[config.mk]
export PLATFORM = sky130hd
export DESIGN_NAME = rsf_sequencer
export DESIGN_NICKNAME = d
export VERILOG_FILES = /design/src/rsf_pkg.sv /design/src/rsf_dead_time.sv /design/src/rsf_sequencer.sv
export SDC_FILE = /design/constraint.sdc
export NUM_CORES = 1
export LEC_CHECK = 0
export BUFFER_PORTS_ARGS = -buffer_cell sky130_fd_sc_hd__clkbuf_2
export CORE_MARGIN = 4
export CORE_UTILIZATION = 60
export CTS_CLUSTER_SIZE = 28
export DETAILED_ROUTE_END_ITERATION = 8
export PLACE_DENSITY = 0.83
export SLEW_MARGIN = 15
export SYNTH_ARGS = -nofsm -noshare
export SYNTH_HDL_FRONTEND = slang
export SYNTH_HIERARCHICAL = 1
export SYNTH_SLANG_ARGS = --single-unit
[constraint.sdc]
create_clock -name clk -period 2.8 [get_ports clk]
set_input_delay 0.14 -clock clk [delete_from_list [all_inputs] [get_ports clk]]
set_output_delay 0.14 -clock clk [all_outputs]
set_load 0.03 [all_outputs]
[src/rsf_pkg.sv]
package rsf_pkg;

	// ****************************************************************
	// Timing
	// ****************************************************************
	localparam int CLK_PERIOD_NS   = 40;
	localparam int DEAD_TIME_NS    = 20;
	localparam int PG_FILTER_NS    = 3000;
	localparam int DEAD_CYCLES_RAW = (DEAD_TIME_NS + CLK_PERIOD_NS - 1) / CLK_PERIOD_NS;
	localparam int PG_CYCLES_RAW   = (PG_FILTER_NS + CLK_PERIOD_NS - 1) / CLK_PERIOD_NS;
	localparam logic [1:0] DEAD_CYCLES = 2'((DEAD_CYCLES_RAW < 1) ? 1 : DEAD_CYCLES_RAW);
	localparam logic [6:0] PG_CYCLES   = 7'((PG_CYCLES_RAW < 1) ? 1 : PG_CYCLES_RAW);

	// ****************************************************************
	// Soft start
	// ****************************************************************
	localparam logic [12:0] SS_CYCLES = 13'h1000;
	localparam logic [12:0] SS_LAST   = SS_CYCLES - 13'h0001;
	localparam logic [12:0] SS_RESET  = 13'h0000;

	// ****************************************************************
	// Voltage code and input synchroniser layout
	// ****************************************************************
	localparam int         CODE_W        = 5;
	localparam logic [4:0] CODE_SHUTDOWN = 5'h1f;
	localparam int         SYNC_W        = 18;
	localparam logic [17:0] SYNC_RESET   = 18'h00000;
	localparam int POS_EN     = 17;
	localparam int POS_CODE   = 12;
	localparam int POS_V42    = 11;
	localparam int POS_V40    = 10;
	localparam int POS_V36    = 9;
	localparam int POS_SWCLK  = 8;
	localparam int POS_PWM    = 7;
	localparam int POS_OV     = 6;
	localparam int POS_MIN    = 5;
	localparam int POS_MAX    = 4;
	localparam int POS_SWUV   = 3;
	localparam int POS_WIN    = 2;
	localparam int POS_LINA   = 1;
	localparam int POS_LINB   = 0;

	// ****************************************************************
	// Sequencer states
	// ****************************************************************
	typedef enum logic [2:0] {
		ST_OFF  = 3'h0,
		ST_SOFT = 3'h1,
		ST_RUN  = 3'h2,
		ST_OV   = 3'h3,
		ST_UVL  = 3'h4
	} rsf_state_t;

	function automatic logic code_is_valid(input logic [4:0] code);
		code_is_valid = (code != CODE_SHUTDOWN);
	endfunction

endpackage

[src/rsf_dead_time.sv]
`timescale 1ns/1ps
module rsf_dead_time
	import rsf_pkg::*;
(
	input  wire logic clk,
	input  wire logic reset_n,
	input  wire logic want_high,
	input  wire logic want_low,
	output logic      high_drv,
	output logic      low_drv
);
	import rsf_pkg::*;

	logic [1:0] gap;
	logic       gap_done;

	assign gap_done = (gap >= DEAD_CYCLES);

	// ****************************************************************
	// Non-overlapping gate drive
	// ****************************************************************
	// A side turns on only after both sides were off for the full gap,
	// so a slow turn-off can never meet the other side's turn-on.
	always_ff @(posedge clk) begin
		if (!reset_n) begin
			high_drv <= 1'b0;
		end else if (high_drv && !want_high) begin
			high_drv <= 1'b0;
		end else if (!high_drv && !low_drv && want_high && gap_done) begin
			high_drv <= 1'b1;
		end
	end

	always_ff @(posedge clk) begin
		if (!reset_n) begin
			low_drv <= 1'b0;
		end else if (low_drv && (!want_low || want_high)) begin
			low_drv <= 1'b0;
		end else if (!high_drv && !low_drv && want_low && !want_high && gap_done) begin
			low_drv <= 1'b1;
		end
	end

	always_ff @(posedge clk) begin
		if (!reset_n) begin
			gap <= 2'h0;
		end else if (high_drv || low_drv) begin
			gap <= 2'h0;
		end else if (!gap_done) begin
			gap <= gap + 2'h1;
		end
	end

	no_overlap_a: assert property (@(posedge clk) disable iff (!reset_n)
		!(high_drv && low_drv)) else $error("both gate drives on");

	dead_gap_a: assert property (@(posedge clk) disable iff (!reset_n)
		$fell(high_drv) |-> !low_drv ##1 !low_drv) else $error("low side on too soon");

endmodule // rsf_dead_time

[src/rsf_sequencer.sv]
`timescale 1ns/1ps
module rsf_sequencer
	import rsf_pkg::*;
(
	input  wire logic                 clk,
	input  wire logic                 reset_n,
	input  wire logic                 enable_in,
	input  wire logic [CODE_W-1:0]    voltage_code,
	input  wire logic                 vcc_above_4v2,
	input  wire logic                 vcc_above_4v,
	input  wire logic                 vcc_above_3v6,
	input  wire logic                 switch_clk,
	input  wire logic                 pwm_demand,
	input  wire logic                 out_over_118,
	input  wire logic                 min_trip,
	input  wire logic                 max_trip,
	input  wire logic                 switch_under,
	input  wire logic                 window_ok,
	input  wire logic                 linear_a_feedback,
	input  wire logic                 linear_b_feedback,
	output logic                      high_side_drive,
	output logic                      low_side_drive,
	output logic                      linear_a_gate,
	output logic                      linear_b_gate,
	output logic                      power_good_out,
	output logic                      power_good_pin_oe,
	output logic                      crowbar_out,
	output logic                      softstart_active,
	output logic                      loop_released,
	output logic [11:0]               ramp_level
);
	import rsf_pkg::*;

	// ****************************************************************
	// Input synchronisers
	// ****************************************************************
	logic [SYNC_W-1:0] sync_1;
	logic [SYNC_W-1:0] sync_2;
	logic              swclk_q;
	logic [SYNC_W-1:0] pins;

	assign pins = {enable_in, voltage_code, vcc_above_4v2, vcc_above_4v, vcc_above_3v6,
		switch_clk, pwm_demand, out_over_118, min_trip, max_trip, switch_under,
		window_ok, linear_a_feedback, linear_b_feedback};

	always_ff @(posedge clk) begin
		if (!reset_n) begin
			sync_1 <= SYNC_RESET;
			sync_2 <= SYNC_RESET;
			swclk_q <= 1'b0;
		end else begin
			sync_1 <= pins;
			sync_2 <= sync_1;
			swclk_q <= sync_2[POS_SWCLK];
		end
	end

	wire              en_s    = sync_2[POS_EN];
	wire [CODE_W-1:0] code_s  = sync_2[POS_CODE +: CODE_W];
	wire              v42_s   = sync_2[POS_V42];
	wire              v40_s   = sync_2[POS_V40];
	wire              v36_s   = sync_2[POS_V36];
	wire              sw_edge = sync_2[POS_SWCLK] && !swclk_q;
	wire              pwm_s   = sync_2[POS_PWM];
	wire              ov_s    = sync_2[POS_OV];
	wire              min_s   = sync_2[POS_MIN];
	wire              max_s   = sync_2[POS_MAX];
	wire              swuv_s  = sync_2[POS_SWUV];
	wire              win_s   = sync_2[POS_WIN];
	wire              lina_s  = sync_2[POS_LINA];
	wire              linb_s  = sync_2[POS_LINB];

	// ****************************************************************
	// Power-on reset with hysteresis
	// ****************************************************************
	// Release needs 4V but re-entry waits for 3.6V, so supply noise near
	// one threshold does not chatter the whole device.
	logic por_active;

	always_ff @(posedge clk) begin
		if (!reset_n) begin
			por_active <= 1'b1;
		end else if (por_active && v40_s) begin
			por_active <= 1'b0;
		end else if (!por_active && !v36_s) begin
			por_active <= 1'b1;
		end
	end

	// ****************************************************************
	// Sequencer
	// ****************************************************************
	rsf_state_t  state;
	rsf_state_t  next_state;
	logic [12:0] ss_count;
	logic        abort;
	logic        go;

	// Any of these drops the device back to off and clears every latch.
	assign abort = por_active || !en_s || !code_is_valid(code_s);
	assign go    = en_s && code_is_valid(code_s) && v42_s && !por_active;

	always_comb begin
		next_state = state;
		if (abort) begin
			next_state = ST_OFF;
		end else begin
			case (state)
				ST_OFF: begin
					if (go) begin
						next_state = ST_SOFT;
					end
				end
				ST_SOFT: begin
					if (sw_edge && ss_count == SS_LAST) begin
						next_state = ST_RUN;
					end
				end
				ST_RUN: begin
					if (ov_s) begin
						next_state = ST_OV;
					end else if (swuv_s) begin
						next_state = ST_UVL;
					end
				end
				ST_OV, ST_UVL: begin
					next_state = state;
				end
				default: begin
					next_state = ST_OFF;
				end
			endcase
		end
	end

	always_ff @(posedge clk) begin
		if (!reset_n) begin
			state <= ST_OFF;
		end else begin
			state <= next_state;
		end
	end

	always_ff @(posedge clk) begin
		if (!reset_n) begin
			ss_count <= SS_RESET;
		end else if (next_state != ST_SOFT) begin
			ss_count <= SS_RESET;
		end else if (sw_edge) begin
			ss_count <= ss_count + 13'h0001;
		end
	end

	always_ff @(posedge clk) begin
		if (!reset_n) begin
			softstart_active <= 1'b0;
			loop_released    <= 1'b0;
			ramp_level       <= 12'h000;
			crowbar_out      <= 1'b0;
		end else begin
			softstart_active <= (next_state == ST_SOFT);
			loop_released    <= (next_state == ST_RUN);
			ramp_level       <= (next_state == ST_SOFT) ? ss_count[11:0] : 12'h000;
			crowbar_out      <= (next_state == ST_OV);
		end
	end

	// ****************************************************************
	// Linear sections
	// ****************************************************************
	logic lina_off;
	logic linb_off;
	logic lin_live;

	assign lin_live = (next_state == ST_SOFT) || (next_state == ST_RUN);

	always_ff @(posedge clk) begin
		if (!reset_n || abort) begin
			lina_off <= 1'b0;
			linb_off <= 1'b0;
		end else if (state == ST_RUN) begin
			lina_off <= lina_off || !lina_s;
			linb_off <= linb_off || !linb_s;
		end
	end

	always_ff @(posedge clk) begin
		if (!reset_n) begin
			linear_a_gate <= 1'b0;
			linear_b_gate <= 1'b0;
		end else begin
			linear_a_gate <= lin_live && !lina_off && !(state == ST_RUN && !lina_s);
			linear_b_gate <= lin_live && !linb_off && !(state == ST_RUN && !linb_s);
		end
	end

	// ****************************************************************
	// Power good
	// ****************************************************************
	// Short excursions are filtered; a linear latch-off pulls low at once.
	logic       all_ok;
	logic [6:0] bad_cnt;

	assign all_ok = win_s && lina_s && linb_s && !lina_off && !linb_off;

	always_ff @(posedge clk) begin
		if (!reset_n || state != ST_RUN || all_ok) begin
			bad_cnt <= 7'h00;
		end else if (bad_cnt != PG_CYCLES) begin
			bad_cnt <= bad_cnt + 7'h01;
		end
	end

	always_ff @(posedge clk) begin
		if (!reset_n) begin
			power_good_out <= 1'b0;
		end else if (next_state != ST_RUN) begin
			power_good_out <= 1'b0;
		end else if (!lina_s || !linb_s || lina_off || linb_off) begin
			power_good_out <= 1'b0;
		end else if (all_ok) begin
			power_good_out <= 1'b1;
		end else if (bad_cnt + 7'h01 >= PG_CYCLES) begin
			power_good_out <= 1'b0;
		end
	end

	assign power_good_pin_oe = !power_good_out;

	// ****************************************************************
	// Switching drive
	// ****************************************************************
	// The fast comparators only act once the loop runs; during the ramp
	// the output is meant to sit below target and would trip them.
	logic want_high;
	logic want_low;
	logic duty_on;

	always_comb begin
		duty_on = pwm_s;
		if (max_s) begin
			duty_on = 1'b0;
		end else if (min_s) begin
			duty_on = 1'b1;
		end
	end

	always_comb begin
		want_high = 1'b0;
		want_low  = 1'b0;
		case (state)
			ST_SOFT: begin
				want_high = pwm_s;
				want_low  = !pwm_s;
			end
			ST_RUN: begin
				want_high = duty_on;
				want_low  = !duty_on;
			end
			ST_OV: begin
				want_low = 1'b1;
			end
			default: begin
				want_high = 1'b0;
				want_low  = 1'b0;
			end
		endcase
		if (abort) begin
			want_high = 1'b0;
			want_low  = 1'b0;
		end
	end

	rsf_dead_time rsf_dead_time_inst (
		.clk       (clk),
		.reset_n   (reset_n),
		.want_high (want_high),
		.want_low  (want_low),
		.high_drv  (high_side_drive),
		.low_drv   (low_side_drive)
	);

	// ****************************************************************
	// Checks
	// ****************************************************************
	start_gate_a: assert property (@(posedge clk) disable iff (!reset_n)
		(state == ST_OFF && go) |=> state == ST_SOFT) else $error("soft start not begun");
	ramp_end_a: assert property (@(posedge clk) disable iff (!reset_n)
		(state == ST_SOFT && sw_edge && ss_count == SS_LAST && !abort) |=> (state == ST_RUN
		&& loop_released)) else $error("soft start did not end");
	pg_soft_low_a: assert property (@(posedge clk) disable iff (!reset_n)
		softstart_active |-> !power_good_out) else $error("power good during soft start");
	por_drives_a: assert property (@(posedge clk) disable iff (!reset_n)
		por_active [*3] |-> (!high_side_drive && !low_side_drive)) else $error("drive in reset");
	por_reenter_a: assert property (@(posedge clk) disable iff (!reset_n)
		(!por_active && !v36_s && !v40_s) |=> por_active) else $error("no power-on reset");
	ov_drive_a: assert property (@(posedge clk) disable iff (!reset_n)
		(state == ST_OV) [*4] |-> (!high_side_drive && low_side_drive)) else $error("ov drive");
	crowbar_fire_a: assert property (@(posedge clk) disable iff (!reset_n)
		(state == ST_RUN && ov_s && !abort) |=> (crowbar_out ##1 (crowbar_out || $past(abort))))
		else $error("crowbar not fired");
	ov_hold_a: assert property (@(posedge clk) disable iff (!reset_n)
		(state == ST_OV && !abort) |=> state == ST_OV) else $error("ov latch lost");
	restart_full_a: assert property (@(posedge clk) disable iff (!reset_n)
		(state == ST_OV && abort) |=> (state == ST_OFF && ss_count == SS_RESET))
		else $error("restart not from zero");
	lin_start_a: assert property (@(posedge clk) disable iff (!reset_n)
		$rose(state == ST_SOFT) |-> (linear_a_gate && linear_b_gate)) else $error("linear late");
	lin_latch_a: assert property (@(posedge clk) disable iff (!reset_n)
		(state == ST_RUN && !lina_s && !abort) |=> (!linear_a_gate && !power_good_out))
		else $error("linear latch-off missing");
	duty_force_a: assert property (@(posedge clk) disable iff (!reset_n)
		(state == ST_RUN && max_s && !abort) [*2] |-> !high_side_drive) else $error("max trip");
	en_off_a: assert property (@(posedge clk) disable iff (!reset_n)
		!en_s |=> (state == ST_OFF && !crowbar_out)) else $error("enable low not off");
	ss_clear_a: assert property (@(posedge clk) disable iff (!reset_n)
		state == ST_OFF |-> ss_count == SS_RESET) else $error("counter not cleared");

endmodule // rsf_sequencer

* Yosys cells after proc, flatten, opt, wreduce, memory -nomap -nowiden
Cells that the tools add are included.
** Word-level totals
- Register bits after elaboration :: 85
- Input port bits :: 20
- Output and inout port bits :: 21
- Logic and storage cells :: 121
** Operators by class
- Add/sub/neg operators :: 3
- Magnitude comparators :: 2
- Eq/ne operators :: 13
- Mux-type cells :: 16
- Bitwise logic cells :: 1
- Reduce and logical (&&, ||, !) cells :: 67
** Operators with widths (count)
- $logic_and A1 B1 Y1 :: 25
- $logic_not A1 Y1 :: 19
- $mux W3 :: 5
- $add A13 B1 Y13 const B :: 1
- $eq A13 B12 Y1 const B :: 1
- $logic_or A1 B1 Y1 :: 13
- $eq A3 B2 Y1 const B :: 4
- $pmux W3 S4 :: 1
- $reduce_or A2 Y1 :: 5
- $mux W1 :: 8
- $add A7 B1 Y7 const B :: 1
- $ge A7 B7 Y1 const B :: 1
- $ne A7 B7 Y1 const B :: 1
- $eq A3 B1 Y1 const B :: 2
- $ne A3 B2 Y1 const B :: 2
- $ne A5 B5 Y1 const B :: 1
- $reduce_bool A2 Y1 :: 2
- $eq A3 B3 Y1 const B :: 1
- $logic_not A3 Y1 :: 1
- $ne A3 B1 Y1 const B :: 1
- $pmux W1 S3 :: 1
- $reduce_or A3 Y1 :: 1
- $add A2 B1 Y2 const B :: 1
- $ge A2 B1 Y1 const B :: 1
- 3 further kinds :: 3

* Longest topological paths before layout
- Depth after elaboration :: 11
- Depth in mapped cells :: 9

* Cells and area by module
The synthesis kept the hierarchy.
** Modules (own cells, without submodules)
- rsf_sequencer :: instances 1, cells an instance 266, area each 2745.1 µm²
- rsf_dead_time :: instances 1, cells an instance 16, area each 166.4 µm²

* Worst setup path before layout
No wires, ideal clock.
- Kind :: reg-to-reg
- From :: reg ss_count[0]
- To :: reg ramp_level[10]
- Library setup time :: 0.115 ns
- Arrival :: 1.729 ns
- Path slack :: 0.956 ns
- Stages on the path, launching flop included :: 10
- Buffers on the path :: 2
- Period minus slack after synthesis :: 1.844 ns
- Path through :: dfxtp_1 > ha_1 > and4b_1 > nand3_1 > o31ai_2 > or3_1 > buf_6 > clkinv_2 > buf_6 > and2_1
** Between the ends
- Word-level cells in the longest chain between the ends :: 7
** RTL lines
- start, declared :: line rsf_sequencer.sv:95 : logic [12:0] ss_count;
- start signal, assigned :: line rsf_sequencer.sv:150 : ss_count <= ss_count + 13'h0001;
- $eq A13 B12 Y1 :: line rsf_sequencer.sv:115 : if (sw_edge && ss_count == SS_LAST) begin
- $logic_and A1 B1 Y1 :: line rsf_sequencer.sv:115
- $mux W3 :: line rsf_sequencer.sv:115
- $pmux W3 S4 :: line rsf_sequencer.sv:108 : case (state)
- $mux W3 :: line rsf_sequencer.sv:105 : if (abort) begin
- $eq A3 B1 Y1 :: line rsf_sequencer.sv:163 : ramp_level <= (next_state == ST_SOFT) ? ss_count[11:0] : 12'h000;
- $reduce_and A2 Y1 (no source line)
- end signal, assigned :: line rsf_sequencer.sv:163
- end, declared :: line rsf_sequencer.sv:30 : output logic [11:0] ramp_level
No other way between the ends.
A chain may end at the register's enable or synchronous reset.

* Worst setup path in the final report
- From :: reg ss_count[0]
- To :: reg ramp_level[8]
The elaborated chain is that of the path after synthesis.

==> out/metrics.cfg <==
[die]
initial_utilization_pct=61.6
placement_rows=25
ioPinCount=41
die_area_um2=6030
floorplan.die.height_um=77.7
core_area_um2=4720
floorplan.die.width_um=77.7

[worst_setup_path]
critPathKind=reg -> reg
critical_path.reg2reg.startpoint=ss_count[0]
setup.worst_path.end_class=register
cp.required_ps=3050
critPathArrivalTime_ps=2430
reg2reg_setup_slack_ps=620
worst_reg2reg_path_depth=7
timing.critical_path.fanout_max=12
critical_path.startpoint_type=register
regToRegEndpoint=ramp_level[8]

[sta]
finalWorstPathRequiredPeriod_ps=2180
report.final.hold_viol_count=0
finalSetupViolations=0
tns_ps=0
relSlewSlack_pct=68.1
timing.final.max_slew_violations=0
timing.final.crit_share_pct=77.8
fmax_mhz=459
grt_setup_unrepaired=no
tightestPinTransition_ps=474
clock_skew_ps=6.87

[grt]
grt_start_max_net_pins=45
gr-usage-all-layers_pct=18.5
antenna_violations_before_repair=0
globalRouteOverflowTotal=0
grt_first_pass_wirelength_um=8420
via_count_of_the_first_global_routing_pass=1905

[finish]
finish.net_count=370
design_area_um2=3540
layout-drive-gt1-share_pct=17.7
synthToLayoutAreaGrowth_pct=21.7
num_antenna_cells=0

[synthesis]
top_count_cell_post_synth=sky130_fd_sc_hd__dfxtp_1
synth.lib_cells_used.distinct=37
synth.net_count=306
synth-warning-count=6
synth_enable_flop_cells=0
syn_avg_cell_area_um2=10.3
synthesis.instances=282
cell_area_synth_um2=2910
synth_seq_cells=85
post_synth_most_frequent_cells=sky130_fd_sc_hd__dfxtp_1, sky130_fd_sc_hd__and2_1, sky130_fd_sc_hd__nor2_1
netlist_top_cells_area=sky130_fd_sc_hd__dfxtp_1, sky130_fd_sc_hd__and2_1, sky130_fd_sc_hd__nor2_1
synth_sequential_area_ratio_pct=58.4
fraction_of_synthesis_flops_using_an_asynchronous_set_or_reset_pin_pct=0
netlist.top_cell.by_area=sky130_fd_sc_hd__dfxtp_1
synth_flop_cell=sky130_fd_sc_hd__dfxtp_1
synth_top_cell_area_share_pct=58.4

[worst_hold_path]
whs_path_depth=5
hold_path_end=state[2]
holdCritStartpoint=reset_n
hold_path_class=in -> reg

[clocking]
clock_path_buffers=2
clock_sink_count=85
h_tree_lvls=3
num_cts_buffers=9
cts.root.buffer_cell=sky130_fd_sc_hd__clkbuf_8
clk_pin_slew_worst_paths_ps=80
cts-resized-gates=0
tritoncts_clock_tree=yes
postcts_setup_bufs=0
worst_skew_pair.late_latency_ps=350
holdBufCountCts=18

[pwr]
irDropWorstVdd_mv=0.500
power_per_standard_cell_area_nw_per_um2=634
power_switching_share_pct=21.5
combPwrFrac_pct=6.2
cellLeakagePower_nw=1.46
relative_contribution_of_the_clock_network_to_total_power_pct=37.7
p_int_mw=1.76
total_switching_power_mw=0.483
pwr-share-seq_pct=56.2

[placed_design]
number_of_input_and_output_port_buffers_inserted=40
detailed_placement_wirelength_estimate_um=3000
placed_cell_area_um2=3160
gp_routability_congestion=0.794

[routing]
firstDrtPassIters=4
drt-initial-drc-count=127
dr_vias_cell=4.81
drc_errors=0
route.detailed.wl_per_inst_um=11.6
detailroute.via_count=2010
wl_um=4860
detail-route-antenna-nets=0

[run_status]
outcome=completed

[job]
max_cap_violations=0

==> flip-flops by register name, summed over array words and instances (netlist names), 2 cells and up <==
name and flops:
sync_1 18, sync_2 18, ss_count 13, ramp_level 12
bad_cnt 7, state 3, rsf_dead_time_inst/gap 2
==> per-stage QoR <==
| stage | worst slack [ps] | hold WS (ps) | std cells | total power, mW | util [%] |
|---|---|---|---|---|---|
| final | 622 | 228 | 418 | 2.24 | 75.0 |
| after CTS | 615 | 215 | 418 | 2.26 | 75.0 |
| after detailed placement | 629 | 349 | 384 | 1.41 | 66.9 |
| after global routing | 399 | 241 | 418 | 2.34 | 75.0 |
| after floorplan | 956 | 267 | 282 | 1.38 | - |
| after global placement | 773 | 346 | 384 | 1.40 | 66.9 |
==> worst max-delay path, cell delays in order, from the launching register on <==
cell and delay (ps):
sky130_fd_sc_hd__dfxtp_1 390, sky130_fd_sc_hd__ha_1 190, sky130_fd_sc_hd__and4b_1 240, sky130_fd_sc_hd__nand3_1 160
sky130_fd_sc_hd__o31ai_2 350, sky130_fd_sc_hd__or3_1 350, sky130_fd_sc_hd__clkinv_2 200, sky130_fd_sc_hd__and2_1 200
==> routing by layer <==
| layer | track usage (%) | vias up | wire [µm] |
|---|---|---|---|
| met2 | 30.7 | 55 | 2380 |
| li1 | - | 1050 | - |
| met1 | 20.5 | 894 | 2090 |
| met4 | 11.7 | 0 | 138 |
| met5 | 0 | - | 0 |
| met3 | 5.92 | 11 | 255 |
==> power groups by stage <==
stage | Combinational [mW] | Clock, mW | Sequential [mW]
final | 0.138 | 0.846 | 1.26
after global routing | 0.160 | 0.914 | 1.26
after CTS | 0.138 | 0.866 | 1.26
after detailed placement | 0.119 | 0 | 1.29
after global placement | 0.113 | 0 | 1.29
after floorplan | 0.0918 | 0 | 1.28
==> worst max-delay path by stage <==
stage                           to  slack [ps]         from  cells past startpoint
floorplan           ramp_level[10]         960  ss_count[0]                      9
global placement     ramp_level[1]         770  ss_count[0]                      7
detailed placement  ramp_level[10]         630  ss_count[0]                      7
CTS                 ramp_level[10]         620  ss_count[0]                      7
global route         ramp_level[8]         400  ss_count[0]                      7
finish               ramp_level[8]         620  ss_count[0]                      7
==> cells by family after synthesis <==
group	synth area share, %
DFF	58.4
and+or+nand+nor	24.9
AOI/OAI and AO/OA	4.68
muxes	1.42
adders and majority gates	1.72
xor gates and xnor gates	5.72
buffers and inverters	3.14
==> cell usage in the layout, fill, tap and decap left out, types with 3 or more instances in the layout <==
cell type	count
sky130_fd_sc_hd__nand2_1	9
sky130_fd_sc_hd__nand3b_1	3
sky130_fd_sc_hd__inv_1	10
sky130_fd_sc_hd__xor2_1	9
sky130_fd_sc_hd__nor2_1	35
sky130_fd_sc_hd__mux2i_1	3
sky130_fd_sc_hd__ha_1	4
sky130_fd_sc_hd__clkbuf_8	10
sky130_fd_sc_hd__nand4_1	3
sky130_fd_sc_hd__a21oi_1	4
sky130_fd_sc_hd__xnor2_1	10
sky130_fd_sc_hd__and2_1	51
sky130_fd_sc_hd__nand3_1	12
sky130_fd_sc_hd__dlygate4sd3_1	18
sky130_fd_sc_hd__clkbuf_2	40
sky130_fd_sc_hd__dfxtp_1	85
sky130_fd_sc_hd__and3_1	5
sky130_fd_sc_hd__a31oi_1	3
sky130_fd_sc_hd__clkinv_2	4
sky130_fd_sc_hd__o21ai_0	4
==> final cells by class <==
type | count | area (µm²)
Tap cell | 67 | 83.8
Fill cell | 332 | 1180
Clock buffer | 10 | 138
Multi-Input combinational cell | 179 | 1120
Sequential cell | 85 | 1700
Inverter | 11 | 42.5
Timing Repair Buffer | 60 | 395
Clock inverter | 6 | 62.6
No activity file was read; power rests on OpenSTA's default activity.
